==> src/smi_pkg.sv <==
// Package with constants, field layouts and types of the station management master.
`default_nettype none
package smi_pkg;

  // ==========================================================================
  // Clock and management clock timing
  // ==========================================================================
  localparam int unsigned CLK_PERIOD_NS = 100;
  localparam int unsigned CLK_FREQ_KHZ = 1000000 / CLK_PERIOD_NS;
  localparam int unsigned MDC_MAX_FREQ_KHZ = 2500;
  localparam int unsigned MDC_MIN_HALF_NS = 160;
  localparam int unsigned MDC_MIN_PERIOD_NS = 400;
  // Least times round up to whole cycles.
  localparam int unsigned MDC_MIN_HALF_CYC = (MDC_MIN_HALF_NS + CLK_PERIOD_NS - 1) / CLK_PERIOD_NS;
  localparam int unsigned MDC_MIN_PER_CYC_T = (MDC_MIN_PERIOD_NS + CLK_PERIOD_NS - 1) / CLK_PERIOD_NS;
  localparam int unsigned MDC_MIN_PER_CYC_F = (CLK_FREQ_KHZ + MDC_MAX_FREQ_KHZ - 1) / MDC_MAX_FREQ_KHZ;
  localparam int unsigned MDC_MIN_PER_CYC = (MDC_MIN_PER_CYC_T > MDC_MIN_PER_CYC_F) ?
                                            MDC_MIN_PER_CYC_T : MDC_MIN_PER_CYC_F;
  localparam int unsigned MDC_FLOOR_A = (MDC_MIN_PER_CYC + 1) / 2;
  localparam logic [5:0] MDC_HALF_FLOOR = 6'((MDC_FLOOR_A > MDC_MIN_HALF_CYC) ? MDC_FLOOR_A : MDC_MIN_HALF_CYC);

  // ==========================================================================
  // Divider select codes and ratios
  // ==========================================================================
  localparam logic [3:0] CSEL_DIV42 = 4'h0;
  localparam logic [3:0] CSEL_DIV64 = 4'h1;
  localparam logic [3:0] CSEL_DIV26 = 4'h2;
  localparam logic [3:0] CSEL_DIV16 = 4'h3;
  localparam logic [6:0] DIV_RATIO_42 = 7'h2A;
  localparam logic [6:0] DIV_RATIO_64 = 7'h40;
  localparam logic [6:0] DIV_RATIO_26 = 7'h1A;
  localparam logic [6:0] DIV_RATIO_16 = 7'h10;

  // ==========================================================================
  // Register map and reset values
  // ==========================================================================
  localparam logic [3:0] OFS_ADDR_REG = 4'h0;
  localparam logic [3:0] OFS_DATA_REG = 4'h4;
  localparam logic [3:0] OFS_REMAP_REG = 4'h8;
  localparam int unsigned RMII_SEL_BIT = 23;
  localparam logic [15:0] ADDR_REG_RST = 16'h0000;
  localparam logic [15:0] DATA_REG_RST = 16'h0000;
  localparam logic RMII_SEL_RST = 1'b0;

  // ==========================================================================
  // Management frame layout
  // ==========================================================================
  localparam logic [5:0] PREAMBLE_BITS = 6'h20;
  localparam logic [5:0] LAST_BIT = 6'h3F;
  localparam logic [5:0] TA_FIRST_BIT = 6'h2E;
  localparam logic [5:0] DATA_FIRST_BIT = 6'h30;
  localparam logic [1:0] FRM_START = 2'h1;
  localparam logic [1:0] FRM_OP_READ = 2'h2;
  localparam logic [1:0] FRM_OP_WRITE = 2'h1;
  localparam logic [1:0] FRM_TA_WRITE = 2'h2;
  // Longest time busy may stand, in clock cycles: a frame at the slowest divider plus margin.
  localparam logic [12:0] BUSY_LIMIT = 13'h1080;

  // Address register, busy flag in bit 0 up to the PHY address in bits 15:11.
  typedef struct packed {
    logic [4:0] phy_addr;
    logic [4:0] reg_addr;
    logic [3:0] clk_sel;
    logic smi_write_select;
    logic smi_busy_flag;
  } smi_addr_reg_t;

  typedef enum logic [1:0] {
    SMI_IDLE = 2'b00,
    SMI_LOW = 2'b01,
    SMI_HIGH = 2'b10
  } smi_state_t;

  // Half period in clock cycles for a divider code, never below the floor.
  function automatic logic [5:0] smi_half_cycles(input logic [3:0] code);
    logic [6:0] ratio;
    ratio = DIV_RATIO_64;
    case (code)
      CSEL_DIV42: ratio = DIV_RATIO_42;
      CSEL_DIV64: ratio = DIV_RATIO_64;
      CSEL_DIV26: ratio = DIV_RATIO_26;
      CSEL_DIV16: ratio = DIV_RATIO_16;
      default: ratio = DIV_RATIO_64;
    endcase
    smi_half_cycles = (ratio[6:1] < MDC_HALF_FLOOR) ? MDC_HALF_FLOOR : ratio[6:1];
  endfunction : smi_half_cycles

endpackage : smi_pkg

`default_nettype wire

==> src/smi_master.sv <==
// Station management master with Avalon-MM register port and interface selection strap.
//
// Contract
// Management clock never exceeds 2.5 MHz for any divider code.
// Management clock sits low whenever no transaction runs.
// Each clock phase lasts at least 160 ns, each period at least 400 ns.
// Any of 32 PHYs is addressable, one register per transaction.
// Software writes data first, then addresses, write select set, then busy.
// Software loads addresses, clears write select, then sets busy.
// Busy stays high for the whole transaction and clears itself at the end.
// Address and data register writes are ignored while busy, without error.
// Software leaves address and data registers alone while busy.
// Clock derives from bus clock by a 4-bit code; codes 4 to 7 reserved.
// Code 0 divides by 42, code 1 divides by 64.
// Code 2 divides by 26, code 3 divides by 16.
// Software changes the interface select only while the controller rests.
// After reset the full MII data interface is selected.
// Frames are preamble, start, opcode, addresses, turnaround, 16 data bits.
//
// The register addresses and the Avalon-MM register port were decided locally.
`timescale 1ns/1ps
`default_nettype none

module smi_master
  import smi_pkg::*;
(
  input wire logic clk,
  input wire logic rst,
  input wire logic [3:0] avs_address,
  input wire logic avs_read,
  input wire logic avs_write,
  input wire logic [31:0] avs_writedata,
  input wire logic [3:0] avs_byteenable,
  output logic [31:0] avs_readdata,
  output logic avs_waitrequest,
  output logic mdc,
  output logic mdio_out,
  output logic mdio_oe,
  input wire logic mdio_in,
  output logic rmii_sel
);

  // ==========================================================================
  // Bus slave: one wait state, read data registered
  // ==========================================================================
  logic ack_q;
  logic ack_d;
  logic [31:0] rdata_q;
  logic [31:0] rdata_d;
  smi_addr_reg_t addr_q;
  smi_addr_reg_t addr_d;
  logic [15:0] data_q;
  logic [15:0] data_d;
  logic rmii_q;
  logic rmii_d;
  logic [31:0] wmask;
  logic wr_acc;

  // The wait state lets read data come from a flop without a combinational decode path.
  always_comb begin
    ack_d = (avs_read | avs_write) & ~ack_q;
    rdata_d = rdata_q;
    if (avs_read && !ack_q) begin
      case (avs_address)
        OFS_ADDR_REG: rdata_d = {16'h0000, addr_q};
        OFS_DATA_REG: rdata_d = {16'h0000, data_q};
        OFS_REMAP_REG: rdata_d = 32'(rmii_q) << RMII_SEL_BIT;
        default: rdata_d = 32'h00000000;
      endcase
    end
  end

  // Bus flops.
  always_ff @(posedge clk or posedge rst) begin
    if (rst) begin
      ack_q <= 1'b0;
      rdata_q <= 32'h00000000;
    end else begin
      ack_q <= ack_d;
      rdata_q <= rdata_d;
    end
  end

  assign avs_waitrequest = (avs_read | avs_write) & ~ack_q;
  assign avs_readdata = rdata_q;
  assign wr_acc = avs_write & ack_q;
  assign wmask = {{8{avs_byteenable[3]}}, {8{avs_byteenable[2]}}, {8{avs_byteenable[1]}},
                  {8{avs_byteenable[0]}}};

  // ==========================================================================
  // Management engine and its registers
  // ==========================================================================
  smi_state_t state_q;
  smi_state_t state_d;
  logic [5:0] bit_q;
  logic [5:0] bit_d;
  logic [5:0] cnt_q;
  logic [5:0] cnt_d;
  logic [5:0] half_q;
  logic [5:0] half_d;
  logic [31:0] frame_q;
  logic [31:0] frame_d;
  logic [15:0] rsh_q;
  logic [15:0] rsh_d;
  logic mdc_q;
  logic mdc_d;
  logic mdo_q;
  logic mdo_d;
  logic oe_q;
  logic oe_d;
  logic [15:0] addr_new;
  logic [5:0] nbit;
  logic is_read;

  assign addr_new = (addr_q & ~wmask[15:0]) | (avs_writedata[15:0] & wmask[15:0]);
  assign is_read = ~addr_q.smi_write_select;
  assign nbit = bit_q + 6'h01;

  // Output bit for a frame position: preamble ones, then the latched frame MSB first.
  function automatic logic tx_bit(input logic [5:0] b, input logic [31:0] f);
    logic [5:0] idx;
    idx = LAST_BIT - b;
    tx_bit = (b < PREAMBLE_BITS) ? 1'b1 : f[idx[4:0]];
  endfunction : tx_bit

  // Address and data registers take software writes only while idle; the engine owns them otherwise. The remap register takes writes in any state.
  always_comb begin
    state_d = state_q;
    bit_d = bit_q;
    cnt_d = cnt_q;
    half_d = half_q;
    frame_d = frame_q;
    rsh_d = rsh_q;
    mdc_d = mdc_q;
    mdo_d = mdo_q;
    oe_d = oe_q;
    addr_d = addr_q;
    data_d = data_q;
    rmii_d = rmii_q;
    if (wr_acc && avs_address == OFS_REMAP_REG && avs_byteenable[2]) begin
      rmii_d = avs_writedata[RMII_SEL_BIT];
    end
    case (state_q)
      SMI_IDLE: begin
        mdc_d = 1'b0;
        oe_d = 1'b0;
        if (wr_acc && avs_address == OFS_DATA_REG) begin
          data_d = (data_q & ~wmask[15:0]) | (avs_writedata[15:0] & wmask[15:0]);
        end
        if (wr_acc && avs_address == OFS_ADDR_REG) begin
          addr_d = smi_addr_reg_t'(addr_new);
          if (addr_d.smi_busy_flag) begin
            // Launch: latch the divider and the frame so later writes cannot disturb it.
            half_d = smi_half_cycles(addr_d.clk_sel); // see see see
            cnt_d = half_d - 6'h01;
            frame_d = {FRM_START, addr_d.smi_write_select ? FRM_OP_WRITE : FRM_OP_READ,
                       addr_d.phy_addr, addr_d.reg_addr, FRM_TA_WRITE, data_q}; // see
            bit_d = 6'h00;
            mdo_d = 1'b1;
            oe_d = 1'b1;
            state_d = SMI_LOW;
          end
        end
      end
      SMI_LOW: begin
        cnt_d = cnt_q - 6'h01;
        if (cnt_q == 6'h00) begin
          // Rising edge: the PHY drives read data after turnaround, we sample it here.
          mdc_d = 1'b1;
          cnt_d = half_q - 6'h01;
          state_d = SMI_HIGH;
          if (is_read && bit_q >= DATA_FIRST_BIT) begin
            rsh_d = {rsh_q[14:0], mdio_in};
          end
        end
      end
      SMI_HIGH: begin
        cnt_d = cnt_q - 6'h01;
        if (cnt_q == 6'h00) begin
          mdc_d = 1'b0;
          cnt_d = half_q - 6'h01;
          if (bit_q == LAST_BIT) begin
            // Frame done: drop busy and hand read data to software.
            state_d = SMI_IDLE;
            oe_d = 1'b0;
            addr_d.smi_busy_flag = 1'b0;
            if (is_read) begin
              data_d = rsh_q;
            end
          end else begin
            bit_d = nbit;
            state_d = SMI_LOW;
            mdo_d = tx_bit(nbit, frame_q);
            oe_d = ~(is_read && nbit >= TA_FIRST_BIT);
          end
        end
      end
      default: begin
        state_d = SMI_IDLE;
        mdc_d = 1'b0;
        oe_d = 1'b0;
      end
    endcase
  end

  // Engine flops; the interface strap resets to the full MII interface.
  always_ff @(posedge clk or posedge rst) begin
    if (rst) begin
      state_q <= SMI_IDLE;
      bit_q <= 6'h00;
      cnt_q <= 6'h00;
      half_q <= 6'h00;
      frame_q <= 32'h00000000;
      rsh_q <= 16'h0000;
      mdc_q <= 1'b0;
      mdo_q <= 1'b0;
      oe_q <= 1'b0;
      addr_q <= smi_addr_reg_t'(ADDR_REG_RST);
      data_q <= DATA_REG_RST;
      rmii_q <= RMII_SEL_RST;
    end else begin
      state_q <= state_d;
      bit_q <= bit_d;
      cnt_q <= cnt_d;
      half_q <= half_d;
      frame_q <= frame_d;
      rsh_q <= rsh_d;
      mdc_q <= mdc_d;
      mdo_q <= mdo_d;
      oe_q <= oe_d;
      addr_q <= addr_d;
      data_q <= data_d;
      rmii_q <= rmii_d;
    end
  end

  assign mdc = mdc_q;
  assign mdio_out = mdo_q;
  assign mdio_oe = oe_q;
  assign rmii_sel = rmii_q;

  // ==========================================================================
  // Checks
  // ==========================================================================
  logic [12:0] busy_cnt_q;
  logic [6:0] div_ratio_ref;

  // Full ratio of the latched code, kept apart from the engine's clamped half period.
  // The check then does not lean on the same function that the engine uses.
  always_comb begin
    case (addr_q.clk_sel)
      CSEL_DIV42: div_ratio_ref = DIV_RATIO_42;
      CSEL_DIV64: div_ratio_ref = DIV_RATIO_64;
      CSEL_DIV26: div_ratio_ref = DIV_RATIO_26;
      CSEL_DIV16: div_ratio_ref = DIV_RATIO_16;
      default: div_ratio_ref = DIV_RATIO_64;
    endcase
  end

  // Counts how long busy has been standing, to bound the transaction length.
  always_ff @(posedge clk or posedge rst) begin
    if (rst) begin
      busy_cnt_q <= 13'h0000;
    end else begin
      busy_cnt_q <= addr_q.smi_busy_flag ? busy_cnt_q + 13'h0001 : 13'h0000;
    end
  end
endmodule : smi_master

`default_nettype wire

==> config.mk <==
export PLATFORM = sky130hd
export DESIGN_NAME = smi_master
export DESIGN_NICKNAME = d
export VERILOG_FILES = /design/src/smi_pkg.sv /design/src/smi_master.sv
export SDC_FILE = /design/constraint.sdc
export NUM_CORES = 1
export LEC_CHECK = 0
export BUFFER_PORTS_ARGS = -buffer_cell sky130_fd_sc_hd__buf_2
export CORE_ASPECT_RATIO = 0.7
export CORE_MARGIN = 2
export CORE_UTILIZATION = 55
export DETAILED_ROUTE_END_ITERATION = 10
export PLACE_DENSITY = 0.88
export SETUP_SLACK_MARGIN = 0.2
export SLEW_MARGIN = 10
export SYNTH_ARGS = -nofsm -noshare
export SYNTH_HDL_FRONTEND = slang
export SYNTH_SLANG_ARGS = --single-unit
==> constraint.sdc <==
create_clock -name clk -period 8.25 [get_ports clk]
set_clock_uncertainty 0.15 [all_clocks]
set_input_delay 1.65 -clock clk [delete_from_list [all_inputs] [get_ports clk]]
set_output_delay 1.65 -clock clk [all_outputs]
set_load 0.01 [all_outputs]
---- Word level (Yosys, flattened, before mapping) ----
Index checks and enable logic that the tools add are counted.
cells by class
  $add $sub $neg .......................... 5
  order comparisons ....................... 5
  equality and inequality tests ........... 15
  muxes and demuxes ....................... 47
  bitwise logic cells ..................... 13
  reduce and logical (&&, ||, !) cells .... 25
operators by type and width
  kind                                                       count
  one-hot mux 24 bit (3 select lines)                        1
  2-to-1 mux 16 bit                                          4
  AND 16 bit                                                 3
  2-to-1 mux 6 bit                                           8
  OR 16 bit                                                  2
  one-hot mux 16 bit (2 select lines)                        1
  one-hot mux 6 bit (2 select lines)                         2
  2-to-1 mux 7 bit                                           3
  one-hot mux 7 bit (3 select lines)                         1
  subtractor 6 x 1 -> 6 bit (second input constant)          3
  2-to-1 mux 1 bit                                           16
  inequality test 2 bit (second input constant)              8
  inverter 16 bit                                            1
  greater-or-equal comparator 6 bit (second input constant)  2
  2-to-1 mux 2 bit                                           5
  AND reduction 5 bit                                        2
  AND reduction 3 bit                                        3
  equality test 4 x 2 -> 1 bit (second input constant)       2
  zero test 4 bit                                            2
  AND reduction 4 bit                                        2
  logical AND 1 bit                                          7
  adder 6 x 1 -> 6 bit (second input constant)               1
  equality test 6 bit (second input constant)                1
  zero test 6 bit                                            1
  other kinds (20)                                           29
storage, ports and cells
  bits in registers ....................... 135
  input port bits ......................... 45
  output and inout port bits .............. 37
  logic and storage cells ................. 128

---- Depth between registers and ports, before layout ----
Gate-level depths: netlist of the first run.
  depth after elaboration ................. 14
  gate-level depth with buffers ........... 10
  gate-level depth less buffers ........... 9

---- Worst setup path before layout of the first run ----
No wires, ideal clock.
  kind .................................... input to output
  from .................................... in avs_write
  to ...................................... out avs_waitrequest
  data arrival time ....................... 1859 ps
  required time ........................... 6450 ps
  setup slack ............................. 4591 ps
  cell stages on the path ................. 2
  path buffers ............................ 0
  cells stage by stage .................... nor2_1 nor2_1
on the way
  cells in the longest elaborated chain, start to end .. 2
RTL lines
  element      RTL line          RTL
  from (decl)  smi_master.sv:31  input wire logic avs_write,
  OR 1 bit     smi_master.sv:84  assign avs_waitrequest = (avs_read | avs_write) & ~ack_q;
  AND 1 bit    smi_master.sv:84
  to (decl)    smi_master.sv:35  output logic avs_waitrequest,
Every way passes these cells.

---- Worst setup path in the final report of the first run ----
  from .................................... in avs_address[3]
  to ...................................... reg frame_q[28]
on the way
  cells in the longest elaborated chain, start to end .. 3
RTL lines
  element                               RTL line           RTL
  from (decl)                           smi_master.sv:29   input wire logic [3:0] avs_address,
  zero test 4 bit                       smi_master.sv:150  if (wr_acc && avs_address == OFS_ADDR_REG) begin
  logical AND 1 bit                     smi_master.sv:150
  AND reduction 3 bit (no source line)  n/a
  to (signal assigned)                  smi_master.sv:226  frame_q <= frame_d;
  to (decl)                             smi_master.sv:101  logic [31:0] frame_q;
Every way passes these cells.
A chain may end at the register's enable or synchronous reset.

==> flow_summary.ini, run 1 <==
[sta]
fmaxAchievable_mhz = 256
rsz0062_at_grt = false
finalCritPeriodShare_pct = 47.3
setup_viol_count_final = 0
worst_slew_margin_rel_pct = 16.3
tns_ns = 0
finalMaxSlewViolations = 0
worst_pin_slew_ns = 1.25
hold_viol_final = 0
fin_crit_ns = 3.90

[finish]
num-nets-final = 612
diodes = 0
layout-drive-gt1-share_pct = 27.4
instances_no_fill = 705
final_common_cell = dfrtp_1
syn2layout_area_growth_pct = 16.2
final_cell_mix = dfrtp_1 (118), mux2_2 (54), nand2_1 (50), buf_2 (50), o21ai_0 (44)
final_util_pct = 65.4
nFillCells = 720

[synth]
synth-async-reset-ratio_pct = 100
synth.distinct_cells = 63
synth_edf_count = 0
synth_ff_type = dfrtp_1
yosysTopAreaCell = dfrtp_1
synth_seq_cells = 118
synth_area_leaders = dfrtp_1 (51%), mux2_2 (10%), o21ai_0 (3.8%)
ys_warn_count = 0
yosysTopAreaCellShare_pct = 50.9
ys_seq_area_share_pct = 50.9
avgSynthCellArea_um2 = 11.4
synthCells = 509
synthesis.area_um2 = 5800

[drt]
drc = 0
post_drt_wl_per_cell_um = 20.2
vias = 4487
ant_nets = 0
via_per_inst = 6.36
dr.pass1.iters = 5
drt_wl_total_mm = 14.3
drtIter0Drc = 579

[global_route]
antenna_found_initial = 0
grt_pass1_wl_mm = 23.0
grt_use_total_pct = 26.1
grt_max_degree = 78
first_global_vias = 4359
grt_overflow = 0

[setup_path]
r2r_setup_slack_ns = 5.18
path_class = input port to register
cp-start-kind = input port
crit_arrival_ns = 4.03
end_kind = register
cp_max_fo = 40
crit_required_ns = 8.37

[clock_tree]
cts_sinks = 118
cts-resized-gates = 0
post-cts-setup-buffers = 0
htreeDepth = 4
ctsHoldBuffers = 0
numCtsBuffers = 17
cts_root_buf = clkbuf_16
clkSlewWorstSetupHoldPaths_ns = 0.05
cts_tree = built
clk_path_buf_depth = 2
clk_latency_ns = 0.42

[placement]
gp_congestion = 0.936
hpwl_mm = 9.57
dp_cells = 674
io_buffers = 50

[pwr]
ir_worst_vdd_mv = 0.211
powerDensity_nw_per_um2 = 304
p_leak_uw = 0.00314

[die]
ioPinCount = 82
dieArea_um2 = 11400
rows = 31
coreArea_um2 = 10300
initial_utilization_pct = 56.3
die_w_um = 127
die_h_um = 90.0

[job]
cap_violations = 0

[min_path]
hold_class = register to register

[status]
outcome = finished clean
==> stage by stage <==
stage / worst slack [ns] / instance area, um2 / power, uW / hold slack (ns)
detailed placement: 4.02 / 6120 / 1250 / 0.316
floorplan: 3.32 / 5860 / 1110 / 0.291
global route: 4.24 / 6750 / 2130 / 0.352
global placement: 4.03 / 6120 / 1210 / 0.315
CTS: 4.36 / 6750 / 2040 / 0.328
finish: 4.35 / 6750 / 2050 / 0.326
==> area by class of cell <==
class                      count  area, um2  share of cell area, %
multi-input combinational    358       2670                   39.6
tap                          132        165                   2.45
clock buffer                  23        478                   7.08
clock inverter                 8        146                   2.17
timing repair buffer          56        295                   4.38
sequential                   118       2950                   43.8
inverter                      10       40.0                  0.593
==> report_power, final <==
part | switching, uW | total, uW | internal [uW]
Combinational | 304 | 508 | 204
Sequential | 86.0 | 757 | 671
Clock | 257 | 784 | 527
Total | 647 | 2050 | 1400
==> synthesized netlist by cell type, types with 5 or more instances <==
library cell and instances:
mux2i_1 14, nor2_1 15, ha_1 6, a22oi_1 26
nand3_1 6, and3_1 9, xnor2_1 5, a311oi_1 5
dfrtp_1 118, nand2_1 50, a21oi_1 10, buf_4 16
inv_1 9, a31oi_1 5, clkbuf_1 14, o21ai_0 44
mux2_2 54, o2bb2ai_1 17, mux4_2 6
==> routing by layer <==
layer	routed length, um	track usage [%]
met2	6730	40.0
met1	5970	35.6
met5	0	0
met3	1110	6.90
met4	452	11.3
==> critical path, stage by stage <==
cell and delay (ns):
buf_2 0.14, or4_4 0.59, nor3_2 0.43, nand2b_1 0.37
buf_4 0.37, a211o_1 0.33, a21boi_0 0.14
==> logic make-up (layout without fill, tap and decap cells) <==
kind of cell | after synthesis | count (layout) | share of synthesized area [%]
AO/OA/AOI/OAI | 140 | 140 | 16.8
flip-flops | 118 | 118 | 50.9
AND/OR/NAND/NOR | 115 | 115 | 10.3
multiplexers | 74 | 74 | 15.2
buffers and inverters | 47 | 97 | 4.16
XOR/XNOR | 8 | 8 | 1.21
adder cells (fa/ha/maj) | 6 | 6 | 1.29
other | 1 | 15 | 0.0646
==> final timing paths <==
kind,start,end,depth (start not counted)
min in group asynchronous,rst,avs_readdata[12]$_DFFE_PP0P_,2
worst max-delay path,avs_address[3],frame_q[28]$_DFFE_PP0P_,7
worst min register to register,avs_readdata[23]$_DFFE_PP0P_,avs_readdata[23]$_DFFE_PP0P_,2
max in group asynchronous,rst,half_q[5]$_DFFE_PP0P_,3
worst max register to register,cnt_q[5]$_DFFE_PP0P_,rsh_q[13]$_DFFE_PP0P_,4
worst min-delay path,avs_readdata[23]$_DFFE_PP0P_,avs_readdata[23]$_DFFE_PP0P_,2
(Power assumes the default switching activity.)
==> inputs of run 2 (changes only) <==
Clock period 8.25 ns to 3.8 ns, I/O delays scaled along.
==> flow_summary.ini, run 2 (synthesis gave the netlist of run 1 again) <==
[setup_path]
crit_required_ns = 3.92
r2r_setup_slack_ns = 0.78
end_kind = register
crit_arrival_ns = 3.14
ff2ff_path_depth = 6
cp_max_fo = 15
path_class = register to register
r2r-start = bit_q[0]$_DFFE_PP0P_
cp-start-kind = register

[clock_tree]
cts_root_buf = clkbuf_16
clkSlewWorstSetupHoldPaths_ns = 0.06
numCtsBuffers = 17
htreeDepth = 4
ctsHoldBuffers = 0
clk_latency_ns = 0.42
cts-resized-gates = 0
post-cts-setup-buffers = 0
clk_path_buf_depth = 2
cts_tree = built
cts_sinks = 118

[placement]
hpwl_mm = 9.60
io_buffers = 50
pre_cts_ws_ns = 0.723
gp_congestion = 0.874

[die]
dieArea_um2 = 11400
rows = 31
die_h_um = 90.0
coreArea_um2 = 10300
die_w_um = 127
ioPinCount = 82
initial_utilization_pct = 56.3

[global_route]
grt_pass1_wl_mm = 23.7
grt_max_degree = 119
first_global_vias = 4504
grt_use_total_pct = 27.1
grt_overflow = 0
antenna_found_initial = 0

[min_path]
worstHoldEndpoint = avs_readdata[5]$_DFFE_PP0P_
hold_depth = 2
min_from = avs_readdata[5]$_DFFE_PP0P_
hold_class = register to register

[finish]
syn2layout_area_growth_pct = 17.0
nFillCells = 731
final_cell_mix = dfrtp_1 (118), mux2_2 (54), nand2_1 (50), buf_2 (50), o21ai_0 (44)
layout-drive-gt1-share_pct = 28.5
multi_input_area_um2 = 2670
final_common_cell = dfrtp_1
diodes = 0
num-nets-final = 616
seq_area_um2 = 2950

[sta]
finalMaxSlewViolations = 0
tns_ns = 0
fmaxAchievable_mhz = 331
rsz0062_at_grt = false
worst_slew_margin_rel_pct = 38.7
hold_viol_final = 0
fin_ws_ns = 0.777
finalCritPeriodShare_pct = 79.5
fin_crit_ns = 3.02
holdWs_ns = 0.321
setup_viol_count_final = 0
worst_pin_slew_ns = 0.920

[drt]
ant_nets = 0
drtIter0Drc = 561
drc = 0
post_drt_wl_per_cell_um = 20.9
via_per_inst = 6.39
drt_wl_total_mm = 14.8
dr.pass1.iters = 6
vias = 4535

[job]
cap_violations = 0

[pwr]
p_leak_uw = 0.00315
powerDensity_nw_per_um2 = 653
ir_worst_vdd_mv = 0.397
total_power_uw = 4430

[status]
outcome = finished clean
-- run 2: cell types whose count changed in the layout (fill, tap and decap cells not counted), sizes merged --
cell	change
clkinvlp	+5
inv	+1
clkbuf	-4
buf	+4
bufinv	-1
-- run 2: final cells by class --
cell class	instances	area share, %
inverter	10	0.608
clock buffer	19	6.67
clock inverter	13	2.52
sequential	118	43.5
tap	132	2.43
timing repair buffer	60	4.98
multi-input combinational	358	39.3
-- run 2: per-stage QoR --
step | instance area [um2] | std cells | util (%)
after floorplan | 5860 | 523 | -
after global placement | 6170 | 678 | 59.8
after detailed placement | 6170 | 678 | 59.8
after CTS | 6790 | 710 | 65.8
after global routing | 6790 | 710 | 65.8
final | 6790 | 710 | 65.8
-- run 2: metal layers --
layer / routed length, um / vias up / GRT usage [%]
li1: - / 1979 / -
met1: 5930 / 2234 / 35.5
met2: 7210 / 277 / 42.8
met3: 1270 / 45 / 7.20
met4: 416 / 0 / 11.9
met5: 0 / - / 0
-- run 2: worst max path at each step --
stage                                     from                       to  slack (ns)  depth (start not counted)
after floorplan                 avs_address[3]     cnt_q[5]$_DFFE_PP0P_        1.25                          5
after global placement       avs_byteenable[0]  frame_q[15]$_DFFE_PP0P_        0.78                          5
after detailed placement     avs_byteenable[0]     cnt_q[5]$_DFFE_PP0P_        0.72                          6
after CTS                 bit_q[0]$_DFFE_PP0P_                 register        0.86                          6
after global routing      bit_q[0]$_DFFE_PP0P_                 register        0.60                          6
final                     bit_q[0]$_DFFE_PP0P_                 register        0.78                          6
-- run 2: power by group --
part	switching [uW]	internal (uW)
Clock	607	1070
Sequential	187	1460
Combinational	663	450
Total	1460	2980
-- run 2: worst max-delay path, stage by stage, from the launching register on --
cell,delay [ns]
dfrtp_1,0.63
ha_1,0.37
nand3_1,0.18
o21ai_0,0.33
o2111ai_2,0.47
o21bai_1,0.50
o2bb2ai_1,0.23
